$ cat src/common/slow_clock_pkg.sv
// Summary of operation
// Divider must be undivided when error correction on
// Data rate limited by divider code
// Select fast crystal before radio use
// Calibrated RC runs at crystal over 750/1500
// Calibrate only with RC running, crystal stable
// Only the selected slow oscillator runs
// Reset enables RC, slow select is 1
// Change slow select only on fast RC
// Crystal select starts calibration, repeats continuously
// One calibration pass lasts about 2 ms
// Later calibrations abort on switch or sleep
// Requests during initial calibration wait for it
// Later requests take effect after 130 us
// No repeated request within guard interval
// Slow select returns to 1 after modes 2/3
// Slow select 0 crystal, 1 RC oscillator
// Switch system clock only to stable source; wake from modes 2/3 selects fast RC without checking fast_rc_stable
package slow_clock_pkg;
  // Register indices; byte address is four times the index
  localparam logic [9:0] idx_clock_source_control = 10'h0c6;
  localparam logic [9:0] idx_clock_status = 10'h0c7;
  localparam logic [9:0] idx_power_request = 10'h0c8;
  localparam int addr_width = 12;
  // Control register fields
  localparam int slow_sel_bit = 7;
  localparam int sys_sel_bit = 6;
  localparam int tick_lsb = 3;
  localparam int div_lsb = 0;
  localparam logic [2:0] divider_undivided = 3'h0;
  localparam logic rst_slow_sel = 1'h1;
  localparam logic rst_sys_sel = 1'h1;
  localparam logic [2:0] rst_tick = 3'h1;
  localparam logic [2:0] rst_divider = 3'h1;
  // Status register fields
  localparam int st_sys_bit = 0;
  localparam int st_cal_bit = 1;
  localparam int st_init_bit = 2;
  localparam int st_sleep_bit = 3;
  localparam int st_trim_lsb = 8;
  // Power modes
  localparam logic [1:0] pm_active = 2'h0;
  localparam logic [1:0] pm_deep_a = 2'h2;
  // RC trim
  localparam logic [7:0] rst_trim = 8'h80;
  localparam int rc_ratio_narrow = 750;
  localparam int rc_ratio_wide = 1500;
  // Timing
  localparam longint clk_hz = 40000000;
  localparam int cal_time_ms = 2;
  localparam int abort_time_us = 130;
  localparam int cal_cycles = int'(cal_time_ms * clk_hz / 1000);
  localparam int abort_cycles = int'(abort_time_us * clk_hz / 1000000);
  // Clock control sequencer states
  typedef enum logic [7:0] {
    st_rc        = 8'h01,
    st_wait_xosc = 8'h02,
    st_init_cal  = 8'h04,
    st_cont_cal  = 8'h08,
    st_xosc      = 8'h10,
    st_abort     = 8'h20,
    st_wait_rc   = 8'h40,
    st_sleep     = 8'h80
  } clk_state_t;
endpackage

$ cat src/slow_clock_select_and_calibration.sv
// Register access over APB is this design's own decision.
`timescale 1ns/1ps
module slow_clock_select_and_calibration
  import slow_clock_pkg::*;
#(
  parameter int cal_len = cal_cycles,
  parameter int abort_len = abort_cycles,
  parameter int rc_ratio = rc_ratio_narrow
)(
  // Clock and reset
  input wire logic pclk,
  input wire logic presetn,
  // APB slave
  input wire logic psel,
  input wire logic penable,
  input wire logic pwrite,
  input wire logic [addr_width-1:0] paddr,
  input wire logic [31:0] pwdata,
  output logic [31:0] prdata,
  output logic pready,
  output logic pslverr,
  // Oscillator status and timing ticks
  input wire logic fast_crystal_stable,
  input wire logic fast_rc_stable,
  input wire logic crystal_tick,
  input wire logic rc_edge,
  input wire logic wake,
  // Oscillator control
  output logic sys_clk_sel,
  output logic slow_crystal_enable,
  output logic slow_rc_enable,
  output logic rc_cal_active,
  output logic [7:0] rc_trim,
  output logic [2:0] system_clock_divider,
  output logic [2:0] tick_divider,
  output logic sleep_active,
  output logic [1:0] sleep_mode
);

  clk_state_t state;
  logic osc_req;
  logic slow_clock_select;
  logic pm_pend;
  logic [1:0] pm_req_mode;
  logic init_done;
  logic [31:0] cal_cnt;
  logic [31:0] guard_cnt;
  logic [11:0] period_cnt;
  logic access;
  logic wr_en;
  logic [9:0] idx;
  logic hit_ctrl;
  logic hit_stat;
  logic hit_pwr;
  logic cal_run;
  logic cal_done;
  logic guard_done;

  // APB decode, one wait state per access
  assign access = psel & penable & ~pready;
  assign wr_en = psel & penable & pready & pwrite;
  assign idx = paddr[addr_width-1:2];
  assign hit_ctrl = (idx == idx_clock_source_control);
  assign hit_stat = (idx == idx_clock_status);
  assign hit_pwr = (idx == idx_power_request);
  // Calibration only with RC running and crystal stable
  // calibration gating
  assign cal_run = ((state == st_init_cal) | (state == st_cont_cal)) & slow_rc_enable
                   & fast_crystal_stable;
  // pass length
  assign cal_done = cal_run & (cal_cnt == 32'(cal_len - 1));
  assign guard_done = (guard_cnt == 32'(abort_len - 1));

  // Ready, read data and error response
  always_ff @(posedge pclk or negedge presetn)
  begin
    if (!presetn)
    begin
      pready <= 1'b0;
      pslverr <= 1'b0;
      prdata <= 32'h0;
    end
    else
    begin
      pready <= access;
      pslverr <= access & ~(hit_ctrl | hit_stat | hit_pwr);
      prdata <= 32'h0;
      if (access & ~pwrite)
      begin
        if (hit_ctrl)
        begin
          prdata[slow_sel_bit] <= slow_clock_select;
          prdata[sys_sel_bit] <= sys_clk_sel;
          prdata[tick_lsb +: 3] <= tick_divider;
          prdata[div_lsb +: 3] <= system_clock_divider;
        end
        else if (hit_stat)
        begin
          prdata[st_sys_bit] <= sys_clk_sel;
          prdata[st_cal_bit] <= rc_cal_active;
          prdata[st_init_bit] <= init_done;
          prdata[st_sleep_bit] <= sleep_active;
          prdata[st_trim_lsb +: 8] <= rc_trim;
        end
        else if (hit_pwr)
        begin
          prdata[1:0] <= pm_req_mode;
          prdata[2] <= pm_pend;
        end
      end
    end
  end

  // Clock control register fields
  always_ff @(posedge pclk or negedge presetn)
  begin
    if (!presetn)
    begin
      // reset selects RC
      slow_clock_select <= rst_slow_sel;
      osc_req <= rst_sys_sel;
      tick_divider <= rst_tick;
      system_clock_divider <= rst_divider;
    end
    else if (state == st_sleep && wake && sleep_mode >= pm_deep_a)
    begin
      // not retained in deep sleep
      slow_clock_select <= rst_slow_sel;
    end
    else if (wr_en && hit_ctrl)
    begin
      osc_req <= pwdata[sys_sel_bit];
      tick_divider <= pwdata[tick_lsb +: 3];
      system_clock_divider <= pwdata[div_lsb +: 3];
      // slow select only on fast RC
      if (sys_clk_sel && state == st_rc)
        slow_clock_select <= pwdata[slow_sel_bit];
    end
  end

  // Power mode request
  always_ff @(posedge pclk or negedge presetn)
  begin
    if (!presetn)
    begin
      pm_pend <= 1'b0;
      pm_req_mode <= pm_active;
    end
    else if (wr_en && hit_pwr && pwdata[1:0] != pm_active)
    begin
      // a repeat while pending is absorbed
      pm_pend <= 1'b1;
      pm_req_mode <= pwdata[1:0];
    end
    else if (state == st_sleep)
      pm_pend <= 1'b0;
  end

  // Clock source sequencer
  always_ff @(posedge pclk or negedge presetn)
  begin
    if (!presetn)
    begin
      state <= st_rc;
      sys_clk_sel <= rst_sys_sel;
      init_done <= 1'b0;
    end
    else
    begin
      case (state)
        st_rc:
          if (pm_pend)
            state <= st_sleep;
          else if (!osc_req)
            state <= st_wait_xosc;
        st_wait_xosc:
          // wait for stable crystal
          if (fast_crystal_stable)
          begin
            sys_clk_sel <= 1'b0;
            init_done <= 1'b0;
            // start calibration only when slow RC is selected
            state <= slow_clock_select ? st_init_cal : st_xosc;
          end
        st_init_cal:
          // requests deferred to end of pass
          if (cal_done)
          begin
            init_done <= 1'b1;
            if (pm_pend)
              state <= st_sleep;
            else if (osc_req)
              state <= st_wait_rc;
            else
              state <= st_cont_cal;
          end
        st_cont_cal:
          // abort on switch or sleep
          if (pm_pend || osc_req)
            state <= st_abort;
        st_xosc:
          if (pm_pend)
            state <= st_sleep;
          else if (osc_req)
            state <= st_wait_rc;
        st_abort:
          // guard before carrying out request
          if (guard_done)
          begin
            if (pm_pend)
              state <= st_sleep;
            else if (osc_req)
              state <= st_wait_rc;
            else
              state <= st_cont_cal;
          end
        st_wait_rc:
          // wait for stable fast RC
          if (fast_rc_stable)
          begin
            sys_clk_sel <= 1'b1;
            state <= st_rc;
          end
        st_sleep:
          if (wake)
          begin
            if (sleep_mode >= pm_deep_a)
              sys_clk_sel <= 1'b1;
            state <= st_rc;
          end
        default:
          state <= st_rc;
      endcase
    end
  end

  // Sleep outputs follow the sequencer
  always_ff @(posedge pclk or negedge presetn)
  begin
    if (!presetn)
    begin
      sleep_active <= 1'b0;
      sleep_mode <= pm_active;
    end
    else if (state != st_sleep && pm_pend && (state == st_rc || state == st_xosc
             || (state == st_init_cal && cal_done) || (state == st_abort && guard_done)))
    begin
      sleep_active <= 1'b1;
      sleep_mode <= pm_req_mode;
    end
    else if (state == st_sleep && wake)
    begin
      sleep_active <= 1'b0;
      sleep_mode <= pm_active;
    end
  end

  // Calibration pass and abort guard timers
  always_ff @(posedge pclk or negedge presetn)
  begin
    if (!presetn)
    begin
      cal_cnt <= 32'h0;
      guard_cnt <= 32'h0;
    end
    else
    begin
      // passes repeat while crystal and slow RC selected
      if (!cal_run || cal_done)
        cal_cnt <= 32'h0;
      else
        cal_cnt <= cal_cnt + 32'h1;
      if (state != st_abort || guard_done)
        guard_cnt <= 32'h0;
      else
        guard_cnt <= guard_cnt + 32'h1;
    end
  end

  // RC period measurement against crystal ticks
  always_ff @(posedge pclk or negedge presetn)
  begin
    if (!presetn)
    begin
      period_cnt <= 12'h0;
      rc_trim <= rst_trim;
      rc_cal_active <= 1'b0;
    end
    else
    begin
      rc_cal_active <= cal_run;
      if (!cal_run || rc_edge)
        period_cnt <= 12'h0;
      else if (crystal_tick)
        period_cnt <= period_cnt + 12'h1;
      // steer period to crystal over ratio
      if (cal_run && rc_edge)
      begin
        if (period_cnt > 12'(rc_ratio) && rc_trim != 8'hff)
          rc_trim <= rc_trim + 8'h1;
        else if (period_cnt < 12'(rc_ratio) && rc_trim != 8'h00)
          rc_trim <= rc_trim - 8'h1;
      end
    end
  end

  // Slow oscillator enables, never both on
  always_ff @(posedge pclk or negedge presetn)
  begin
    if (!presetn)
    begin
      slow_rc_enable <= 1'b1;
      slow_crystal_enable <= 1'b0;
    end
    else
    begin
      // exclusive enables
      // select encoding
      slow_rc_enable <= slow_clock_select;
      slow_crystal_enable <= ~slow_clock_select;
    end
  end

endmodule

$ cat config.mk
export PLATFORM = sky130hd
export DESIGN_NAME = slow_clock_select_and_calibration
export DESIGN_NICKNAME = d
export VERILOG_FILES = /design/src/common/slow_clock_pkg.sv /design/src/slow_clock_select_and_calibration.sv
export SDC_FILE = /design/constraint.sdc
export NUM_CORES = 1
export LEC_CHECK = 0
export ABC_AREA = 1
export BUFFER_PORTS_ARGS = -buffer_cell sky130_fd_sc_hd__buf_2
export CAP_MARGIN = 20
export CORE_MARGIN = 2
export CORE_UTILIZATION = 59
export CTS_BUF_LIST = sky130_fd_sc_hd__clkbuf_2
export CTS_CLUSTER_SIZE = 20
export DETAILED_ROUTE_END_ITERATION = 8
export HOLD_SLACK_MARGIN = 0.12
export MAX_ROUTING_LAYER = met4
export PLACE_DENSITY_LB_ADDON = 0.15
export SLEW_MARGIN = 10
export SYNTH_ARGS = -nofsm -noshare
export SYNTH_HDL_FRONTEND = slang
export SYNTH_SLANG_ARGS = --single-unit
export TNS_END_PERCENT = 30
$ cat constraint.sdc
create_clock -name pclk -period 2.5 [get_ports pclk]
set_input_delay 0.5 -clock pclk [delete_from_list [all_inputs] [get_ports pclk]]
set_output_delay 0.5 -clock pclk [all_outputs]
set_load 0.01 [all_outputs]
==> reports/qor.yml, run 1 <==
insertedDiodeCount: 0
slew_violations: 0
clk_latency_ps: 710
cp.required_ps: 3130
drc: 0
synth_top_cell_by_area: "dfrtp_1"
ys_ff_latch: 129
grt.busiest_layer: "met2"
ys.flop_type: "dfrtp_1"
power.density_nw_per_um2: 590
grt_util_met1_pct: 34.2
die_area_sq_um: 13300
worstPathArrival_ps: 2930
grt_pass1_vias: 5868
synthArstFlopShare_pct: 100
period_minus_slack_ps: 2300
overflow: 0
clock-sinks: 129
cts_tree: "yes"
use_met3_pct: 5.80
p_leak_nw: 3.81
finalWirelength_microns: 15900
rsz0062_at_grt: "false"
post_cts_buffers: 0
tns_ps: 0
drt-pass1-iter-count: 6
critPathLaunchType: "register"
peakVddDrop_v: 0.000359
yosysSeqAreaShare_pct: 44.4
pin_count: 109
synth_common_cells: "188 x nand2_1, 146 x nor2_1, 121 x dfrtp_1"
register_area_sq_um: 3240
layout.nets: 1117
reg2regPathDepth: 13
multiInputGateArea_sq_um: 3480
grt_util_met2_pct: 41.5
clockRootBuffer: "clkbuf_2"
core_area_sq_um: 12100
rows: 40
r2r_slack_ps: 200
start_util_pct: 60.5
fp.dieH_microns: 115
clockBufferDepth: 2
synth_edf_count: 0
setup_viol: 0
period_share_pct: 91.8
hpwl_microns: 11700
drt_iter0_drc: 450
antenna_found_initial: 0
syn2layout_area_growth_pct: 13.2
via_count: 6349
clkTransAtPathRegs_ps: 210
worst_hold_slack_ps: 210
hold_path_class: "in2async"
ant_nets: 0
wl_per_cell_microns: 12.9
postSynthCellCount: 939
yosysMostFrequentCell: "nand2_1"
critPathCaptureType: "register"
numCtsBuffers: 17
finClkSkew_ps: 46.9
chipWidth_microns: 115
synthTopCellsByArea: "dfrtp_1 42%, nand2_1 9.7%, nor2_1 7.5%"
cp_max_fo: 10
syn_area_sq_um: 7290
via_per_inst: 5.15
maxCapViolCount: 0
grt_usage_pct: 25.9
hold_viol: 0
yosys_warnings: 0
status: "completed"
grt_pass1_wl_microns: 26700
place.gp.congestion: 0.914
critical_path_class: "reg2reg"
max_freq_ghz: 0.436
grt_max_degree: 53
postSynthAreaPerCell_sq_um: 7.77
h-tree-depth: 4
drive_above_1_share_pct: 18.0
io_buffers: 66
ys_types: 51
filler_cell_count: 1083
synth_top_cell_area_share_pct: 41.5
-- state kept, by name, summed over array words and instances (netlist names), 2 cells and up --
name                  flops
prdata                   16
tick_divider              3
period_cnt               12
sleep_mode                2
rc_trim                   8
guard_cnt                32
system_clock_divider      3
state                     8
cal_cnt                  32
pm_req_mode               2
-- cell usage in the layout, fill, tap and decap left out, types with 18 or more instances in the layout --
cell type / netlist / layout
nand2_1: 188 / 187
nor2_1: 146 / 145
dfrtp_1: 121 / 121
inv_1: 120 / 120
buf_2: 3 / 65
nand3_1: 62 / 62
a21oi_1: 44 / 43
nor3_1: 41 / 40
o21ai_0: 30 / 30
clkbuf_2: 0 / 24
nand4_1: 20 / 20
dlygate4sd3_1: 0 / 18
-- logic make-up (layout without fill, tap and decap cells) --
group	Yosys count	after routing	share of synthesized area, %
compound gates	121	121	10.4
fa+ha+maj	12	12	2.16
buf+inv	148	258	8.96
xor+xnor	21	21	2.52
flops	129	129	44.4
simple gates	506	506	31.3
other cells	1	16	0.0514
mux	1	1	0.137
-- per-stage QoR --
step	util [%]	setup WS, ps	area (sq um)	cells	power (mW)
global route	68.5	11.2	8260	1232	5.18
floorplan	-	297	7350	954	3.29
global placement	65.1	90.1	7850	1182	3.64
finish	68.5	204	8260	1232	4.87
CTS	68.3	39.6	8240	1232	4.88
detailed placement	65.1	73.5	7850	1182	3.66
-- final timing paths --
check                                  start             end
max                               rc_trim[7]      rc_trim[6]
min                                  presetn   guard_cnt[18]
max reg2reg                       rc_trim[7]      rc_trim[6]
min reg2reg                slow_clock_select  slow_rc_enable
max in group asynchronous            presetn   period_cnt[1]
min in group pclk                     pwrite       prdata[4]
-- metal layers --
metal  vias up  routed length (microns)
met1      2941                     7490
met5         -                        0
li1       3239                        -
met4         0                      116
met2       160                     7570
met3         9                      750
-- critical path, stage by stage, from the launching register on --
cell     delay (ps)
dfstp_2         610
inv_1            90
nor3_2          170
nand2_1          80
nand2_1          60
inv_1            60
nand2_4         120
inv_1            70
fa_1            390
inv_1           100
nand4_1         120
nand3_1         120
xnor2_1         140
o21ai_2          80
-- repair_timing --
action	CTS	global route
endpoints found under the hold margin	143	0
hold buffers	18	0
setup endpoints to repair	0	4
gates resized for setup	0	5
-- final cells by class --
class                   count  area share (%)
clock buffers              24            1.45
clock inverters             8            1.06
inverters                 126            5.76
multi-input cells         677            42.1
flip-flops and latches    129            39.2
well taps                 168            2.55
repair buffers            100            7.86
-- power breakdown --
| part | internal [mW] | leakage, nW | total, mW | switching (mW) |
|---|---|---|---|---|
| combinational | 0.542 | 1.90 | 1.40 | 0.857 |
| clock | 0.474 | 0.147 | 1.20 | 0.730 |
| sequential | 2.19 | 1.76 | 2.27 | 0.0767 |
| total | 3.21 | 3.81 | 4.87 | 1.66 |
(Power assumes the default switching activity.)
==> run 2: changes to the inputs <==
--- a/config.mk
+++ b/config.mk
@@ -9,7 +9,7 @@
 export BUFFER_PORTS_ARGS = -buffer_cell sky130_fd_sc_hd__buf_2
 export CAP_MARGIN = 20
 export CORE_MARGIN = 2
-export CORE_UTILIZATION = 59
+export CORE_UTILIZATION = 54
 export CTS_BUF_LIST = sky130_fd_sc_hd__clkbuf_2
 export CTS_CLUSTER_SIZE = 20
 export DETAILED_ROUTE_END_ITERATION = 8
==> constraint.sdc (replaced) <==
create_clock -name pclk -period 2 [get_ports pclk]
set_input_delay 0.4 -clock pclk [delete_from_list [all_inputs] [get_ports pclk]]
set_output_delay 0.4 -clock pclk [all_outputs]
set_load 0.01 [all_outputs]
==> run 2 against run 1 <==
Net effect:
- the run now ends with setup timing left
- non-clock buffer count is 47 higher
- largest cell class unchanged
- worst setup slack got worse by 360 ps
- first-iteration DRC count shrank 2.0%
- combinational power increased by 70%
==> reports/qor.yml, run 2 (synthesis gave the netlist of run 1 again) <==
p_leak_nw: 4.09  # was 3.81 nW
layout.nets: 1165  # was 1117
critPathBufInv: 2  # was 4
violations: "setup timing"
filler_cell_count: 1098  # was 1083
rows: 42  # was 40
clockRootBuffer: "clkbuf_2"  # unchanged
worstPathArrival_ps: 2780  # was 2930 ps
dp.cells: 1229  # was 1182
drt-pass1-iter-count: 5  # was 6
slew_violations: 0  # unchanged
overflow: 0  # unchanged
final_cells: 1288  # was 1232
status: "complete, but fails checks"  # was completed
clock-sinks: 129  # unchanged
clkTransAtPathRegs_ps: 170  # was 210 ps
critPathLaunchType: "register"  # unchanged
tightest_slew_ps: 505
grt_util_met1_pct: 32.6  # was 34.2%
drt_iter0_drc: 441  # was 450
clk_latency_ps: 710  # about the same
mostFrequentLayoutCell: "nand2_1"  # unchanged
grt.busiest_layer: "met2"  # unchanged
relSlewSlack_pct: 66.4
numCtsBuffers: 17  # unchanged
ant_nets: 0  # unchanged
via_per_inst: 5.09  # was 5.15
core_area_sq_um: 13200  # was 12100 sq um
clockBufferDepth: 2  # unchanged
cts_tree: "yes"  # unchanged
cp_max_fo: 5  # was 10
io_buffers: 66  # unchanged
switching_share_pct: 34.4  # was 34.2%
internal-power_mw: 4.36  # was 3.21 mW
pwr-share-comb_pct: 35.7  # was 28.7%
grt_max_degree: 48  # was 53
wl_per_cell_microns: 13.0  # was 12.9 microns
grt_usage_pct: 24.6  # was 25.9%
seqPwrFrac_pct: 42.2  # was 46.5%
period_minus_slack_ps: 2150  # was 2300 ps
dpl_cell_area_sq_um: 8230  # was 7850 sq um
final_cell_area_sq_um: 8890  # was 8260 sq um
chipWidth_microns: 120  # was 115 microns
critPathCaptureType: "register"  # unchanged
worstPathCellList: "inv_2 > nor3_2 > nand2_1 > nand2_1 > inv_2 > nand2_4 > ha_1 > nand3_1 > nand3_2 > nand2_1 > nand2_1 > xnor2_2 > o21ai_2"  # was inv_1 > nor3_2 > nand2_1 > nand2_1 > inv_1 > nand2_4 > inv_1 > fa_1 > inv_1 > nand4_1 > nand3_1 > xnor2_1 > o21ai_2
grt_util_met2_pct: 37.7  # was 41.5%
setup_viol: 6  # was 0
hold_path_class: "in2reg"  # was in2async
grt_pass1_wl_microns: 27800  # was 26700 microns
hpwl_microns: 11900  # was 11700 microns
power.density_nw_per_um2: 748  # was 590 nW/um^2
antenna_found_initial: 0  # unchanged
use_met3_pct: 5.09  # was 5.80%
critical_path_class: "reg2reg"  # unchanged
pin_count: 109  # unchanged
place.gp.congestion: 0.892  # was 0.914
crit_family: "simple AND/OR/NAND/NOR gates"  # unchanged
maxCapViolCount: 0  # unchanged
drc: 0  # unchanged
period_share_pct: 108  # was 91.8%
power_switching_mw: 2.28  # was 1.66 mW
start_util_pct: 55.3  # was 60.5%
drive_above_1_share_pct: 24.1  # was 18.0%
rsz0062_at_grt: "true"  # was false
crit_slowest_cell: "dfstp_2"  # unchanged
fp.dieH_microns: 120  # was 115 microns
h-tree-depth: 4  # unchanged
die_area_sq_um: 14400  # was 13300 sq um
grt_pass1_vias: 6112  # was 5868
setup_slack_ps: -153  # was 204 ps
cp.required_ps: 2630  # was 3130 ps
top_regs: "cal_cnt: 32 flops, guard_cnt: 32 flops, prdata: 16 flops"  # unchanged
via_count: 6560  # was 6349
syn2layout_area_growth_pct: 21.9  # was 13.2%
peakVddDrop_v: 0.000576  # was 0.000359 V
finClkSkew_ps: 28.7  # was 46.9 ps
max_freq_ghz: 0.464  # was 0.436 GHz
insertedDiodeCount: 0  # unchanged
mostFrequentLayoutCells: "184 x nand2_1, 139 x nor2_1, 121 x dfrtp_1"  # was 187 x nand2_1, 145 x nor2_1, 121 x dfrtp_1
slowest_delay_ps: 580  # was 610 ps
finalWirelength_microns: 16700  # was 15900 microns
hold_viol: 0  # unchanged
path_common_cell: "nand2_1"  # was inv_1
clkPwrFrac_pct: 22.0  # was 24.7%
final_core_util_pct: 67.4  # was 68.5%
-- run 2: cell types whose count changed in the layout (fill, tap and decap cells not counted), moves of 4 or more --
cell / before / now
clkinv_1: 2 / 6
ha_4: 0 / 4
ha_1: 11 / 6
dlygate4sd3_1: 18 / 22
nor2_1: 145 / 139
buf_4: 15 / 54
inv_2: 5 / 12
inv_1: 120 / 113
-- run 2: area by class of cell --
cell class | instances | area (sq um) | share of cell area, %
multi-input cells | 678 | 3690 | 41.5
flip-flops and latches | 129 | 3240 | 36.4
repair buffers | 147 | 1060 | 11.9
inverters | 126 | 478 | 5.38
well taps | 176 | 220 | 2.48
clock buffers | 22 | 110 | 1.24
clock inverters | 10 | 92.6 | 1.04
-- run 2: final timing paths --
path                                                end         startpoint  slack, ps  cells after the start
max in group asynchronous               tick_divider[0]            presetn       1200                      3
worst min register to register           slow_rc_enable  slow_clock_select        420                      0
worst max register to register               rc_trim[5]         rc_trim[7]       -150                     13
worst max-delay path                         rc_trim[5]         rc_trim[7]       -150                     13
worst min-delay path            system_clock_divider[0]          paddr[11]        160                      6
min in group asynchronous                    cal_cnt[4]            presetn        180                      2
-- run 2: metrics by stage --
stage | setup slack [ps] | setup TNS, ps | hold WS, ps | power, mW
after global routing | -277 | -1420 | 148 | 7.07
final | -153 | -675 | 158 | 6.65
after global placement | -100 | -425 | 372 | 4.78
after CTS | -109 | -1180 | 130 | 6.40
after floorplan | 1.94 | 0 | 104 | 4.15
after detailed placement | -149 | -642 | 379 | 4.81
-- run 2: what timing repair did --
action,4_1_cts,5_1_grt
buffers inserted,2,2
hold endpoints to repair,168,2
pin swaps,4,12
setup endpoints to repair,6,51
gates resized for setup,12,36
hold buffers,22,1
cloned,1,0
-- run 2: power by group through the flow --
stage          registers (mW)  logic (mW)  clock network [mW]
2_1_floorplan            2.94        1.21                   0
3_3_place_gp             2.85        1.93                   0
3_5_place_dp             2.85        1.96                   0
4_1_cts                  2.80        2.08                1.52
5_1_grt                  2.82        2.61                1.63
6_report                 2.81        2.38                1.46
-- run 2: routing by layer --
metal / up-vias / part of all wire, %
li1: 3328 / -
met1: 3044 / 46
met2: 156 / 47
met3: 32 / 4.7
met4: 0 / 2.1
met5: - / 0
-- run 2: worst min-delay path, cell delays in order --
cell,delay [ps]
buf_2,80
nor2_1,50
inv_1,80
nor4_2,70
nand2_4,110
o21ai_0,90
